`config.mk`:
```
export PLATFORM = sky130hd
export DESIGN_NAME = wdg_downcounter
export DESIGN_NICKNAME = d
export VERILOG_FILES = /design/src/design/wdg_pkg.sv /design/src/design/wdg_downcounter.sv /design/src/design/wdg_prescaler.sv
export VERILOG_INCLUDE_DIRS = /design/src /design/src/design
export SDC_FILE = /design/constraint.sdc
export NUM_CORES = 1
export LEC_CHECK = 0
export BUFFER_PORTS_ARGS = -buffer_cell sky130_fd_sc_hd__buf_2
export CAP_MARGIN = 20
export CORE_UTILIZATION = 57
export CTS_CLUSTER_SIZE = 28
export DETAILED_ROUTE_END_ITERATION = 12
export GPL_TIMING_DRIVEN = 1
export HOLD_SLACK_MARGIN = 0.12
export PLACE_DENSITY = 0.83
export SLEW_MARGIN = 20
export SYNTH_ARGS = -nofsm -noshare
export SYNTH_HDL_FRONTEND = slang
export SYNTH_SLANG_ARGS = --single-unit
```
`constraint.sdc`:
```
create_clock -name clock -period 3.2 [get_ports clock]
set_input_delay 0.48 -clock clock [delete_from_list [all_inputs] [get_ports clock]]
set_output_delay 0.48 -clock clock [all_outputs]
set_load 0.02 [all_outputs]
```
`src/design/wdg_map.svh`:
```
// register address, reset values and timing counts of the watchdog
`ifndef WDG_MAP_SVH
`define WDG_MAP_SVH

`define WDG_REG_ADDR 8'hd8
`define WDG_REG_RESET 8'hfe
`define WDG_CNT_RESET 7'h7f
`define WDG_CNT_SR_BIT 6
`define WDG_CNT_SR_EDGE 7'h40
`define WDG_REG_C_BIT 0
`define WDG_REG_SR_BIT 1
`define WDG_DIV_OSC 12
`define WDG_DIV_PRE 256
`define WDG_STEP_CYCLES (`WDG_DIV_OSC * `WDG_DIV_PRE)
`define WDG_MIN_INSTR 28

`endif

```
`src/design/wdg_pkg.sv`:
```
// types shared by the watchdog design files
package wdg_pkg;

  typedef enum logic [1:0] {
    WDG_PM_RUN,
    WDG_PM_WAIT,
    WDG_PM_STOP
  } wdg_pm_t;

endpackage

```
`src/design/wdg_downcounter.sv`:
```
// digital watchdog: reloadable 7-bit downcounter, control register and stop gating
`timescale 1ns/1ps
`include "wdg_map.svh"

module wdg_downcounter
  import wdg_pkg::*;
(
  input wire logic clock,
  input wire logic rstn,
  input wire logic hw_activation,
  input wire logic ext_stop_ctrl,
  input wire logic nmi_pin,
  input wire logic [7:0] bus_addr,
  input wire logic bus_wr,
  input wire logic [7:0] bus_wdata,
  output logic [7:0] bus_rdata,
  input wire logic stop_instr,
  input wire logic wake_irq,
  output logic osc_halt,
  output logic wait_mode,
  output logic wdg_reset_req,
  output logic reset_pin_o,
  output logic reset_pin_oe_n
);

  // register bit 7 is counter bit 0, register bit 2 counter bit 5, bit 1 counter bit 6
  function automatic logic [6:0] reg_to_cnt(input logic [7:0] r);
    reg_to_cnt = {r[1], r[2], r[3], r[4], r[5], r[6], r[7]};
  endfunction

  function automatic logic [7:0] cnt_to_reg(input logic [6:0] c, input logic act);
    cnt_to_reg = {c[0], c[1], c[2], c[3], c[4], c[5], c[6], act};
  endfunction

  // nmi pin synchroniser; a new level counts once stages two and three agree
  logic nmi_s1, nmi_s2, nmi_s3, nmi_lvl;
  logic next_nmi_lvl;

  always_comb begin
    next_nmi_lvl = (nmi_s2 == nmi_s3) ? nmi_s3 : nmi_lvl;
  end

  always_ff @(posedge clock) begin
    if (!rstn) begin
      nmi_s1 <= 1'b0;
      nmi_s2 <= 1'b0;
      nmi_s3 <= 1'b0;
      nmi_lvl <= 1'b0;
    end else begin
      nmi_s1 <= nmi_pin;
      nmi_s2 <= nmi_s1;
      nmi_s3 <= nmi_s2;
      nmi_lvl <= next_nmi_lvl;
    end
  end

  logic [6:0] cnt;
  logic c_bit;
  logic active;
  logic reg_wr;
  logic tick;
  wdg_pm_t pm;
  wdg_pm_t next_pm;

  assign active = c_bit | hw_activation;
  assign reg_wr = bus_wr && (bus_addr == `WDG_REG_ADDR);

  // power mode: run, wait (clock runs) or true stop (clock halted, counter frozen)
  always_comb begin
    next_pm = pm;
    case (pm)
      WDG_PM_RUN: begin
        if (stop_instr) begin
          if (!active) begin
            next_pm = WDG_PM_STOP;
          end else if (ext_stop_ctrl && nmi_lvl) begin
            next_pm = WDG_PM_STOP;
          end else begin
            next_pm = WDG_PM_WAIT;
          end
        end
      end
      WDG_PM_WAIT, WDG_PM_STOP: begin
        if (wake_irq) begin
          next_pm = WDG_PM_RUN;
        end
      end
      default: next_pm = WDG_PM_RUN;
    endcase
  end

  always_ff @(posedge clock) begin
    if (!rstn) begin
      pm <= WDG_PM_RUN;
    end else begin
      pm <= next_pm;
    end
  end

  // the prescaler restarts on every write to the watchdog register, so a fresh activation never times out early
  wdg_prescaler u_prescaler (
    .clock(clock),
    .rstn(rstn),
    .run(pm != WDG_PM_STOP),
    .restart(reg_wr),
    .tick(tick)
  );

  logic [6:0] next_cnt;
  logic next_c_bit;
  logic next_req;
  logic [7:0] next_rdata;
  logic sw_fall;
  logic cnt_fall;

  always_comb begin
    next_cnt = cnt;
    next_c_bit = c_bit;
    sw_fall = 1'b0;
    cnt_fall = 1'b0;
    if (reg_wr) begin
      next_cnt = reg_to_cnt(bus_wdata);
      next_c_bit = c_bit | bus_wdata[`WDG_REG_C_BIT];
      sw_fall = cnt[`WDG_CNT_SR_BIT] && !bus_wdata[`WDG_REG_SR_BIT];
    end else if (tick && pm != WDG_PM_STOP) begin
      next_cnt = cnt - 7'h01;
      // reset bit falls after (period + 1) steps of 3072 cycles
      cnt_fall = active && (cnt == `WDG_CNT_SR_EDGE);
    end
    // request is held until the chip reset comes back on rstn
    next_req = wdg_reset_req | sw_fall | cnt_fall;
    next_rdata = 8'h00;
    if (bus_addr == `WDG_REG_ADDR) begin
      next_rdata = cnt_to_reg(cnt, active);
    end
  end

  always_ff @(posedge clock) begin
    if (!rstn) begin
      cnt <= `WDG_CNT_RESET;
      c_bit <= 1'b0;
      wdg_reset_req <= 1'b0;
      reset_pin_o <= 1'b0;
      reset_pin_oe_n <= 1'b1;
      bus_rdata <= 8'h00;
      osc_halt <= 1'b0;
      wait_mode <= 1'b0;
    end else begin
      cnt <= next_cnt;
      c_bit <= next_c_bit;
      wdg_reset_req <= next_req;
      reset_pin_o <= 1'b0;
      reset_pin_oe_n <= !next_req;
      bus_rdata <= next_rdata;
      osc_halt <= (next_pm == WDG_PM_STOP);
      wait_mode <= (next_pm == WDG_PM_WAIT);
    end
  end

  a_timeout_reset: assert property (@(posedge clock) disable iff (!rstn)
    (active && tick && pm != WDG_PM_STOP && !reg_wr && cnt == `WDG_CNT_SR_EDGE) |=>
      wdg_reset_req ##1 !reset_pin_oe_n)
    else $error("timeout did not raise reset");

  a_reload_safe: assert property (@(posedge clock) disable iff (!rstn)
    (reg_wr && bus_wdata[1] && !wdg_reset_req) |=> !wdg_reset_req && cnt[6])
    else $error("reload did not restart countdown");

  a_inactive_quiet: assert property (@(posedge clock) disable iff (!rstn)
    (!active && !reg_wr && !wdg_reset_req) |=> !wdg_reset_req)
    else $error("inactive watchdog caused timeout");

  a_activation_sticky: assert property (@(posedge clock) disable iff (!rstn)
    c_bit |=> c_bit)
    else $error("activation bit was cleared by a write");

  a_true_stop: assert property (@(posedge clock) disable iff (!rstn)
    (pm == WDG_PM_RUN && stop_instr && !active) |=> osc_halt && !wait_mode)
    else $error("inactive stop did not halt oscillator");

  a_hw_wait: assert property (@(posedge clock) disable iff (!rstn)
    (pm == WDG_PM_RUN && stop_instr && hw_activation && !ext_stop_ctrl) |=> wait_mode && !osc_halt)
    else $error("hardware option stop not taken as wait");

  a_pin_stop: assert property (@(posedge clock) disable iff (!rstn)
    (pm == WDG_PM_RUN && stop_instr && active && ext_stop_ctrl) |=> (osc_halt == $past(nmi_lvl)))
    else $error("pin-gated stop chose wrong mode");

  a_frozen_count: assert property (@(posedge clock) disable iff (!rstn)
    (pm == WDG_PM_STOP && !reg_wr) |=> $stable(cnt))
    else $error("counter moved while stopped");

  a_reset_value: assert property (@(posedge clock)
    $rose(rstn) |-> (cnt == `WDG_CNT_RESET && !c_bit && !wdg_reset_req))
    else $error("wrong reset value");

  a_sr_write_reset: assert property (@(posedge clock) disable iff (!rstn)
    (reg_wr && !bus_wdata[1] && cnt[6]) |=> wdg_reset_req)
    else $error("clearing reset bit did not reset");

  a_read_map: assert property (@(posedge clock) disable iff (!rstn)
    (bus_addr == `WDG_REG_ADDR && !reg_wr) |=> bus_rdata == {$past(cnt[0]), $past(cnt[1]), $past(cnt[2]),
      $past(cnt[3]), $past(cnt[4]), $past(cnt[5]), $past(cnt[6]), $past(active)})
    else $error("register read does not map counter");

  c_timeout: cover property (@(posedge clock) disable iff (!rstn) $rose(wdg_reset_req) && !$past(reg_wr));
  c_true_stop: cover property (@(posedge clock) disable iff (!rstn) $rose(osc_halt));
  c_wait: cover property (@(posedge clock) disable iff (!rstn) $fell(wait_mode));
  c_activate: cover property (@(posedge clock) disable iff (!rstn) $rose(c_bit));

endmodule // wdg_downcounter

```
`src/design/wdg_prescaler.sv`:
```
// fixed divide-by-12 then divide-by-256 prescaler giving one tick per counter step
`timescale 1ns/1ps
`include "wdg_map.svh"

module wdg_prescaler
  import wdg_pkg::*;
(
  input wire logic clock,
  input wire logic rstn,
  input wire logic run,
  input wire logic restart,
  output logic tick
);

  logic [3:0] osc_div;
  logic [7:0] pre_div;
  logic [3:0] next_osc_div;
  logic [7:0] next_pre_div;
  logic next_tick;

  always_comb begin
    next_osc_div = osc_div;
    next_pre_div = pre_div;
    next_tick = 1'b0;
    if (restart) begin
      next_osc_div = 4'h0;
      next_pre_div = 8'h00;
    end else if (run) begin
      if (osc_div == 4'(`WDG_DIV_OSC - 1)) begin
        next_osc_div = 4'h0;
        if (pre_div == 8'(`WDG_DIV_PRE - 1)) begin
          next_pre_div = 8'h00;
          next_tick = 1'b1;
        end else begin
          next_pre_div = pre_div + 8'h01;
        end
      end else begin
        next_osc_div = osc_div + 4'h1;
      end
    end else begin
      // a step that lands on the stop entry is kept for the wake, so no step is lost
      next_tick = tick;
    end
  end

  always_ff @(posedge clock) begin
    if (!rstn) begin
      osc_div <= 4'h0;
      pre_div <= 8'h00;
      tick <= 1'b0;
    end else begin
      osc_div <= next_osc_div;
      pre_div <= next_pre_div;
      tick <= next_tick;
    end
  end

  a_tick_spacing: assert property (@(posedge clock) disable iff (!rstn)
    (tick && run) |=> !tick [*8])
    else $error("prescaler ticks closer than a full step");

  a_restart_clears: assert property (@(posedge clock) disable iff (!rstn)
    restart |=> !tick ##1 (osc_div == 4'h1 || !$past(run) || $past(restart)))
    else $error("prescaler did not restart from zero");

endmodule // wdg_prescaler

```
# == Yosys cells after proc, flatten, opt, wreduce, memory -nomap -nowiden ==
# Cells that the tools add are included.
# totals
ff_bits,39
input_bits,24
word_cells,60
# op_classes
add_sub_neg,3
eq_ne,10
muxes,14
bitwise_logic,5
reduce_logical,13
# ops
operator,n
$eq A8 B8 Y1 const B,2
$mux W7,2
$add A8 B1 Y8 const B,1
$mux W2,4
$mux W8,1
$eq A7 B7 Y1 const B,1
$sub A7 B1 Y7 const B,1
$logic_and A1 B1 Y1,5
$mux W1,5
$add A4 B1 Y4 const B,1
$eq A2 B1 Y1 const B,2
$eq A2 B2 Y1 const B,2
$eq A4 B4 Y1 const B,1
$mux W4,1
$or A1 B1 Y1,4
$pmux W2 S2,1
$reduce_and A2 Y1,2
$reduce_or A2 Y1,2
$logic_not A1 Y1,2
$logic_not A2 Y1,1
$ne A2 B2 Y1 const B,1
$reduce_bool A2 Y1,1
$eq A1 B1 Y1,1
$not A1 Y1,1

# == Logic depth before layout (Yosys ltp) ==
# Gate-level depths: netlist of run 1.
# depth
ltp_word,6
depth_mapped,8

# == By module ==
# A second synthesis of run 1 with hierarchy kept.
# unflattened
cells_unflattened,187
area_unflattened_um2,1793.0
# by_module_without_submodules
module,instances,cells_each,area_per_inst_um2,seq_area_each_um2
wdg_downcounter,1,116,1142.3,520.5
wdg_prescaler,1,71,650.6,260.2

# == Worst setup path after synthesis of run 1 ==
# No wires, ideal clock.
# synth_timing
kind,register to register
start,register pm[0]
end,register u_prescaler.pre_div[0]
setup_time_ns,0.133
arrival_ns,1.668
required_ns,3.067
path_slack_ns,1.399
path_stages_with_launch,9
path_buffers,2
path_cell_list,dfxtp_1 inv_1 ha_1 buf_2 and4bb_1 buf_4 nand3_2 o21ai_0 nor2_1
# synth_via
elab_chain_len,2
# synth_rtl
item,line,source
start: declaration,wdg_downcounter.sv:62,wdg_pm_t pm;
start signal: assignment,wdg_downcounter.sv:96,pm <= next_pm;
$ne A2 B2 Y1,wdg_downcounter.sv:104,".run(pm != WDG_PM_STOP),"
$reduce_and A2 Y1 (no source line),n/a,
end signal: assignment,wdg_prescaler.sv:53,pre_div <= next_pre_div;
end: declaration,wdg_prescaler.sv:16,logic [7:0] pre_div;
# Every way passes these cells.
# A chain may end at the register's enable or synchronous reset.

# == Final worst setup path of run 1 ==
# layout_timing
start,register pm[0]
end,register u_prescaler.pre_div[2]
# The elaborated chain is that of the path after synthesis.

==> results of run 1 <==
## area by class of cell
class | instances | area [um2]
fillers | 233 | 866
multi-input cells | 121 | 817
flip-flops and latches | 39 | 781
repair buffers | 35 | 175
clock buffers | 7 | 45.0
well taps | 31 | 38.8
inverters | 8 | 30.0
clock inverters | 1 | 5.00
## report_power, final
group	leakage, uW	switching, uW	total (uW)	internal (uW)
Clock	0.0000293	156	242	85.7
Sequential	0.000316	7.50	503	495
Combinational	0.000482	33.8	61.8	28.0
Total	0.000827	197	806	609
## layer usage
metal / up-vias / track usage, % / wire length, um
li1: 669 / - / -
met1: 607 / 25.2 / 1410
met2: 27 / 38.4 / 1600
met3: 5 / 8.14 / 148
met4: 0 / 9.76 / 42
met5: - / 0 / 0
## cells in the final DEF, fill, tap and decap left out, drive strengths merged, types with 2 or more instances in the layout
cell    synthesis  final
mux2i           5      5
nand2b          4      4
xor2            7      7
nand3           5      5
or3             2      2
dfxtp          39     39
a21oi           9      9
nand4           2      2
nor3b           4      4
nor2b           2      2
inv             8      8
o21ai           6      6
and2           10     10
clkbuf          3      7
nand2          11     11
a31oi           3      3
and3            3      3
o21a            2      2
nor2           10     10
buf             4     35
xnor2           6      6
o211ai          2      2
ha              7      7
nor3            4      4
nor4            3      3
## path summary, 6_finish.rpt
check,from,to,slack [ns],cells past startpoint
setup reg to reg,pm[0],u_prescaler.pre_div[2],0.96,6
setup / recovery,pm[0],u_prescaler.pre_div[2],0.96,6
hold / removal,bus_wdata[7],cnt[0],0.35,3
hold reg to reg,nmi_s3,nmi_lvl,0.47,2
## kinds of logic (layout without fill, tap and decap cells)
logic type	Yosys count	count (layout)	share of synthesized area, %
and+or+nand+nor	67	67	23.3
adders and majority gates	7	7	5.26
muxes	5	5	3.01
AOI/OAI and AO/OA	28	28	10.5
buffers and inverters	15	51	3.98
DFF	39	39	46.9
other	1	1	0.225
xor gates and xnor gates	13	13	6.84
## registers in the layout, summed over array words and instances, names as in the netlist, 2 cells and up
signal               count
pm                       2
cnt                      7
u_prescaler.pre_div      8
bus_rdata                8
u_prescaler.osc_div      4
## tightest hold or removal path: stages
cell	delay, ns
buf_2	0.08
mux2i_1	0.06
nand2_1	0.06
## per-stage QoR
step                worst slack (ns)  instance area [um2]  std cells  total power, uW  util (%)
CTS                            0.982                 1890        242              812      68.6
floorplan                       1.40                 1660        175              550         -
finish                         0.963                 1890        242              806      68.6
global route                   0.819                 1890        242              846      68.6
detailed placement              1.00                 1840        234              576      66.8
global placement                1.15                 1840        234              570      66.8
==> run_results.csv, run 1 <==
group,metric,value,unit
run_status,status,"complete, no violations",
worst_setup_path,end_kind,"flop",
worst_setup_path,crit_family,"simple AND/OR/NAND/NOR gates",
synth,synth.top_cells.by_area,"dfxtp_1, ha_1, xor2_1",
cells_and_area,diodes,0,
worst_setup_path,cp.buffers_inverters,1,
power_and_ir_drop,peakVddDrop,0.410,mV
timing,hold_ws,0.349,ns
floorplan,placementRows,19,
synth,async_flop_share,0,%
global_route,grt_pass1_vias,1282,
floorplan,die_area,0.00314,mm2
place,port-buffer-count,35,
synth,synth_common_cells,"dfxtp_1, nand2_1, nor2_1, a21oi_1, and2_1",
route,drt_pass1_iterations,4,
timing,slew_headroom,62.7,%
global_route,grt_max_degree,14,
synth,yosysWarnings,0,
timing,fin_tns_setup,0,ns
timing,max_clock_freq,447,MHz
cts,cts-root-buf,"clkbuf_4",
route,vias,1308,
place,hpwl,2450,um
timing,finalHoldViolations,0,
timing,finalMaxSlewViolations,0,
route,drt_iter0_drc,31,
synth,synth.most_common_cell,"dfxtp_1",
cts,cts_resized,0,
floorplan,dieHeight,56.0,um
worst_setup_path,worstSetupStartpointType,"flop",
route,ant_nets,0,
cts,ctsHoldBuffers,0,
timing,setup-violations-final,0,
worst_setup_path,cpMaxStageDelayCell,"and4bb_1",
worst_setup_path,cp_cell_sequence,"inv_1, ha_1, and4bb_1, nand3_2, o21ai_0, nor2_1",
place,place.gp.congestion,0.812,
cells_and_area,syn_to_final_growth,13.7,%
cts,clock_path_buffers,2,
synth,synthCells,175,
synth,synth.yosys.seq_area_share,46.9,%
timing,post-route-min-period,2.24,ns
worst_setup_path,crit_arrival,2.45,ns
synth,ys.flop_type,"dfxtp_1",
global_route,gr-total-overflow,0,
timing,fin_crit_sh,69.9,%
synth,ys_ff_latch,39,
synth,ys_types,43,
worst_setup_path,cp.required,3.41,ns
hold_path,hp-class,"input pin to flop",
floorplan,fp.coreArea,0.00276,mm2
floorplan,die_w,56.0,um
floorplan,initial_core_util,60.3,%
route,vias_per_cell,5.40,
run,cap_violations,0,
timing,worst_slew_pin_slew,0.553,ns
worst_setup_path,slowest_delay,0.55,ns
cts,cts_tree,"done",
synth,synth_fp_nets,206,
power_and_ir_drop,power_density,426,mW/mm2
synth,synth_edf_count,0,
route,wirelength,3200,um
cts,clkSinkCount,39,
timing,rsz0062_at_grt,"false",
power_and_ir_drop,leakage,0.000827,uW
synth,synth_top_area_cell,"dfxtp_1",
global_route,grt_pass1_wl,5460,um
cts,post-cts-setup-buffers,0,
worst_setup_path,worstSetupPathType,"flop to flop",
floorplan,boundaryPins,37,
timing,fin_worst_skew,0.00811,ns
worst_setup_path,cp_max_fo,10,
cts,htreeDepth,2,
synth,yosysTopAreaCellShare,46.9,%
cts,clkTransAtPathRegs,0.11,ns
synth,syn_area_per_cell,9.51,um2
synth,syn_area,0.00166,mm2
cts,clk_latency,0.34,ns
route,drc,0,
cells_and_area,post_route_cells_drive_above_1_share,20.9,%
route,routedWlPerCell,13.2,um
global_route,grt_use_total,22.6,%
cells_and_area,final_net_count,241,
cts,cts-buffers-inserted,5,
global_route,antenna_found_initial,0,
Note: power is estimated with default switching activity, not from simulation.
==> run 2: changes to the inputs <==
ABC_AREA = 1   (was not set)
CORE_UTILIZATION = 53   (was 57)
PLACE_DENSITY = 0.78   (was 0.83)
clock period = 2.3 ns   (was 3.2 ns; I/O delays follow)
==> run 2 against run 1 <==
Die area rose by 16%; non-clock buffer count did not move; global-route usage fell by 0.75 points; core utilization fell by 3.2 points; hold slack got worse by 0.16 ns; critical path depth rose by 3; sequential share of layout area fell by 3.1 points; synthesized area rose by 8.0%; critical path type unchanged.
==> run_results.csv, run 2 <==
group,metric,value,unit
synth,ys_ff_latch,39,
worst_setup_path,reg2reg_depth,9,
global_route,grt_pass1_wl,5890,um
worst_setup_path,slowest_delay,0.36,ns
cells_and_area,fillers,286,
cts,ctsHoldBuffers,0,
route,ant_nets,0,
worst_setup_path,cpMaxStageDelayCell,"dfxtp_1",
cells_and_area,diodes,0,
run_status,status,"complete, no violations",
power_and_ir_drop,switchingPower,271,uW
floorplan,placementRows,20,
cts,clkTransAtPathRegs,0.10,ns
worst_setup_path,r2r_slack,0.71,ns
worst_setup_path,crit_family,"simple AND/OR/NAND/NOR gates",
synth,yosysTopAreaCellShare,43.4,%
floorplan,dieHeight,60.2,um
cts,clk_latency,0.34,ns
power_and_ir_drop,peakVddDrop,0.408,mV
global_route,grt_use_total,21.8,%
timing,finalMaxSlewViolations,0,
run,cap_violations,0,
floorplan,boundaryPins,37,
place,port-buffer-count,35,
worst_setup_path,cp_max_fo,6,
worst_setup_path,timing.rr.start,"pm[0]",
power_and_ir_drop,swShare,24.3,%
worst_setup_path,end_kind,"flop",
route,wirelength,3270,um
route,drt_iter0_drc,57,
timing,post-route-min-period,1.59,ns
synth,synth_top_area_cell,"dfxtp_1",
timing,hold_ws,0.192,ns
synth,syn_area,0.00180,mm2
worst_setup_path,worstSetupPathType,"flop to flop",
timing,fin_worst_skew,0.00485,ns
synth,synthCells,248,
route,vias_per_cell,4.78,
place,dp.cells,324,
power_and_ir_drop,leakage,0.00106,uW
worst_setup_path,cp.buffers_inverters,3,
cells_and_area,syn_to_final_growth,13.8,%
cells_and_area,largestRegisters,"bus_rdata x8, u_prescaler.pre_div x8, cnt x7",
synth,ys_types,28,
place,hpwl,2570,um
cts,clkSinkCount,39,
synth,ys.flop_type,"dfxtp_1",
global_route,grt_pass1_vias,1437,
power_and_ir_drop,power_density,544,mW/mm2
global_route,grt_max_degree,15,
synth,yosysWarnings,0,
global_route,antenna_found_initial,0,
hold_path,hp-class,"input pin to flop",
floorplan,die_w,60.2,um
cts,clock_path_buffers,2,
cells_and_area,layout_commonest_cell,"nand2_1",
worst_setup_path,path_depth,9,
synth,synth_common_cells,"nand2_1, dfxtp_1, inv_1, nor2_1, nand3_1",
place,place.gp.congestion,0.868,
worst_setup_path,cp_cell_sequence,"inv_1, ha_1, inv_1, nand2_2, inv_1, nand3_1, nor2_1, nor2_1, nor2_1",
worst_setup_path,startpoint,"pm[0]",
cells_and_area,fin_cells,330,
synth,synth.yosys.seq_area_share,43.4,%
worst_setup_path,cp.required,2.57,ns
timing,max_clock_freq,628,MHz
synth,async_flop_share,0,%
floorplan,die_area,0.00363,mm2
cts,cts-buffers-inserted,5,
timing,finalHoldViolations,0,
floorplan,fp.coreArea,0.00313,mm2
route,vias,1576,
power_and_ir_drop,p_clk_share,27.7,%
cts,cts_resized,0,
synth,syn_area_per_cell,7.25,um2
synth,synth_edf_count,0,
synth,synth_fp_nets,279,
timing,rsz0062_at_grt,"false",
power_and_ir_drop,combPwrFrac,9.1,%
power_and_ir_drop,seqPwrFrac,63.2,%
route,drt_pass1_iterations,4,
synth,synth.most_common_cell,"nand2_1",
cells_and_area,post_route_cells_drive_above_1_share,18.9,%
floorplan,initial_core_util,57.5,%
worst_setup_path,worstSetupStartpointType,"flop",
timing,fin_crit_sh,69.2,%
synth,synth.top_cells.by_area,"dfxtp_1, nand2_1, inv_1",
worst_setup_path,crit_arrival,1.87,ns
global_route,gr-total-overflow,0,
timing,setup-violations-final,0,
worst_setup_path,reg2reg_to,"wdg_reset_req",
cells_and_area,layout_common_cells,"nand2_1, dfxtp_1, inv_1, buf_2, nor2_1",
cts,htreeDepth,2,
cts,cts_tree,"done",
timing,fin_tns_setup,0,ns
cts,post-cts-setup-buffers,0,
route,drc,0,
cells_and_area,final_net_count,318,
cts,cts-root-buf,"clkbuf_4",
route,routedWlPerCell,9.91,um
power_and_ir_drop,p_int,843,uW
worst_setup_path,crit_end,"wdg_reset_req",
[run 2: metrics by stage]
step                      total power [uW]  util, %  cell area [um2]  setup WS, ns
after floorplan                        786        -             1800         0.915
after global placement                 820     64.1             2000         0.766
after detailed placement               821     64.1             2000         0.721
after CTS                             1120     65.4             2050         0.728
after global routing                  1170     65.4             2050         0.542
final                                 1110     65.4             2050         0.708
[run 2: logic make-up (layout without fill, tap and decap cells)]
| group | after synthesis | in the layout | synth area share (%) |
|---|---|---|---|
| AO/OA/AOI/OAI | 25 | 25 | 7.52 |
| buffers and inverters | 42 | 80 | 9.46 |
| adder cells (fa/ha/maj) | 7 | 7 | 4.87 |
| AND/OR/NAND/NOR | 128 | 128 | 31.6 |
| other | 1 | 1 | 0.209 |
| XOR/XNOR | 6 | 6 | 2.92 |
| flip-flops | 39 | 39 | 43.4 |
[run 2: area by class of cell]
type	count	area [um2]	area share [%]
Inverter	39	146	7.16
Clock buffer	6	41.3	2.02
Sequential cell	39	781	38.2
Tap cell	44	55.1	2.69
Multi-Input combinational cell	167	847	41.4
Timing Repair Buffer	35	175	8.56
[run 2: per-layer routing]
| metal | global-route usage [%] | wire, um | vias to the layer above |
|---|---|---|---|
| li1 | - | - | 847 |
| met1 | 26.5 | 1560 | 689 |
| met3 | 6.49 | 151 | 4 |
| met4 | 5.98 | 35 | 0 |
| met2 | 37.0 | 1520 | 36 |
| met5 | 0 | 0 | - |
[run 2: worst min-delay path by stage]
stage	from	endpoint	depth (start not counted)
finish	nmi_pin	nmi_s1	3
global route	nmi_pin	nmi_s1	3
CTS	nmi_pin	nmi_s1	3
detailed placement	nmi_s1	nmi_s2	2
global placement	nmi_s1	nmi_s2	2
floorplan	nmi_s1	nmi_s2	2
[run 2: worst register-to-register path: cells and delay by family (launching register included)]
kind          cells  cell delay (ns)
simple gates      5             0.51
buf+inv           3             0.37
flops             1             0.36
fa+ha+maj         1             0.29
[run 2: power groups by stage]
stage	clock network [uW]	registers, uW	logic, uW
after floorplan	0	721	64.6
after CTS	318	704	102
final	309	704	101
after detailed placement	0	720	102
after global routing	351	707	117
after global placement	0	720	100
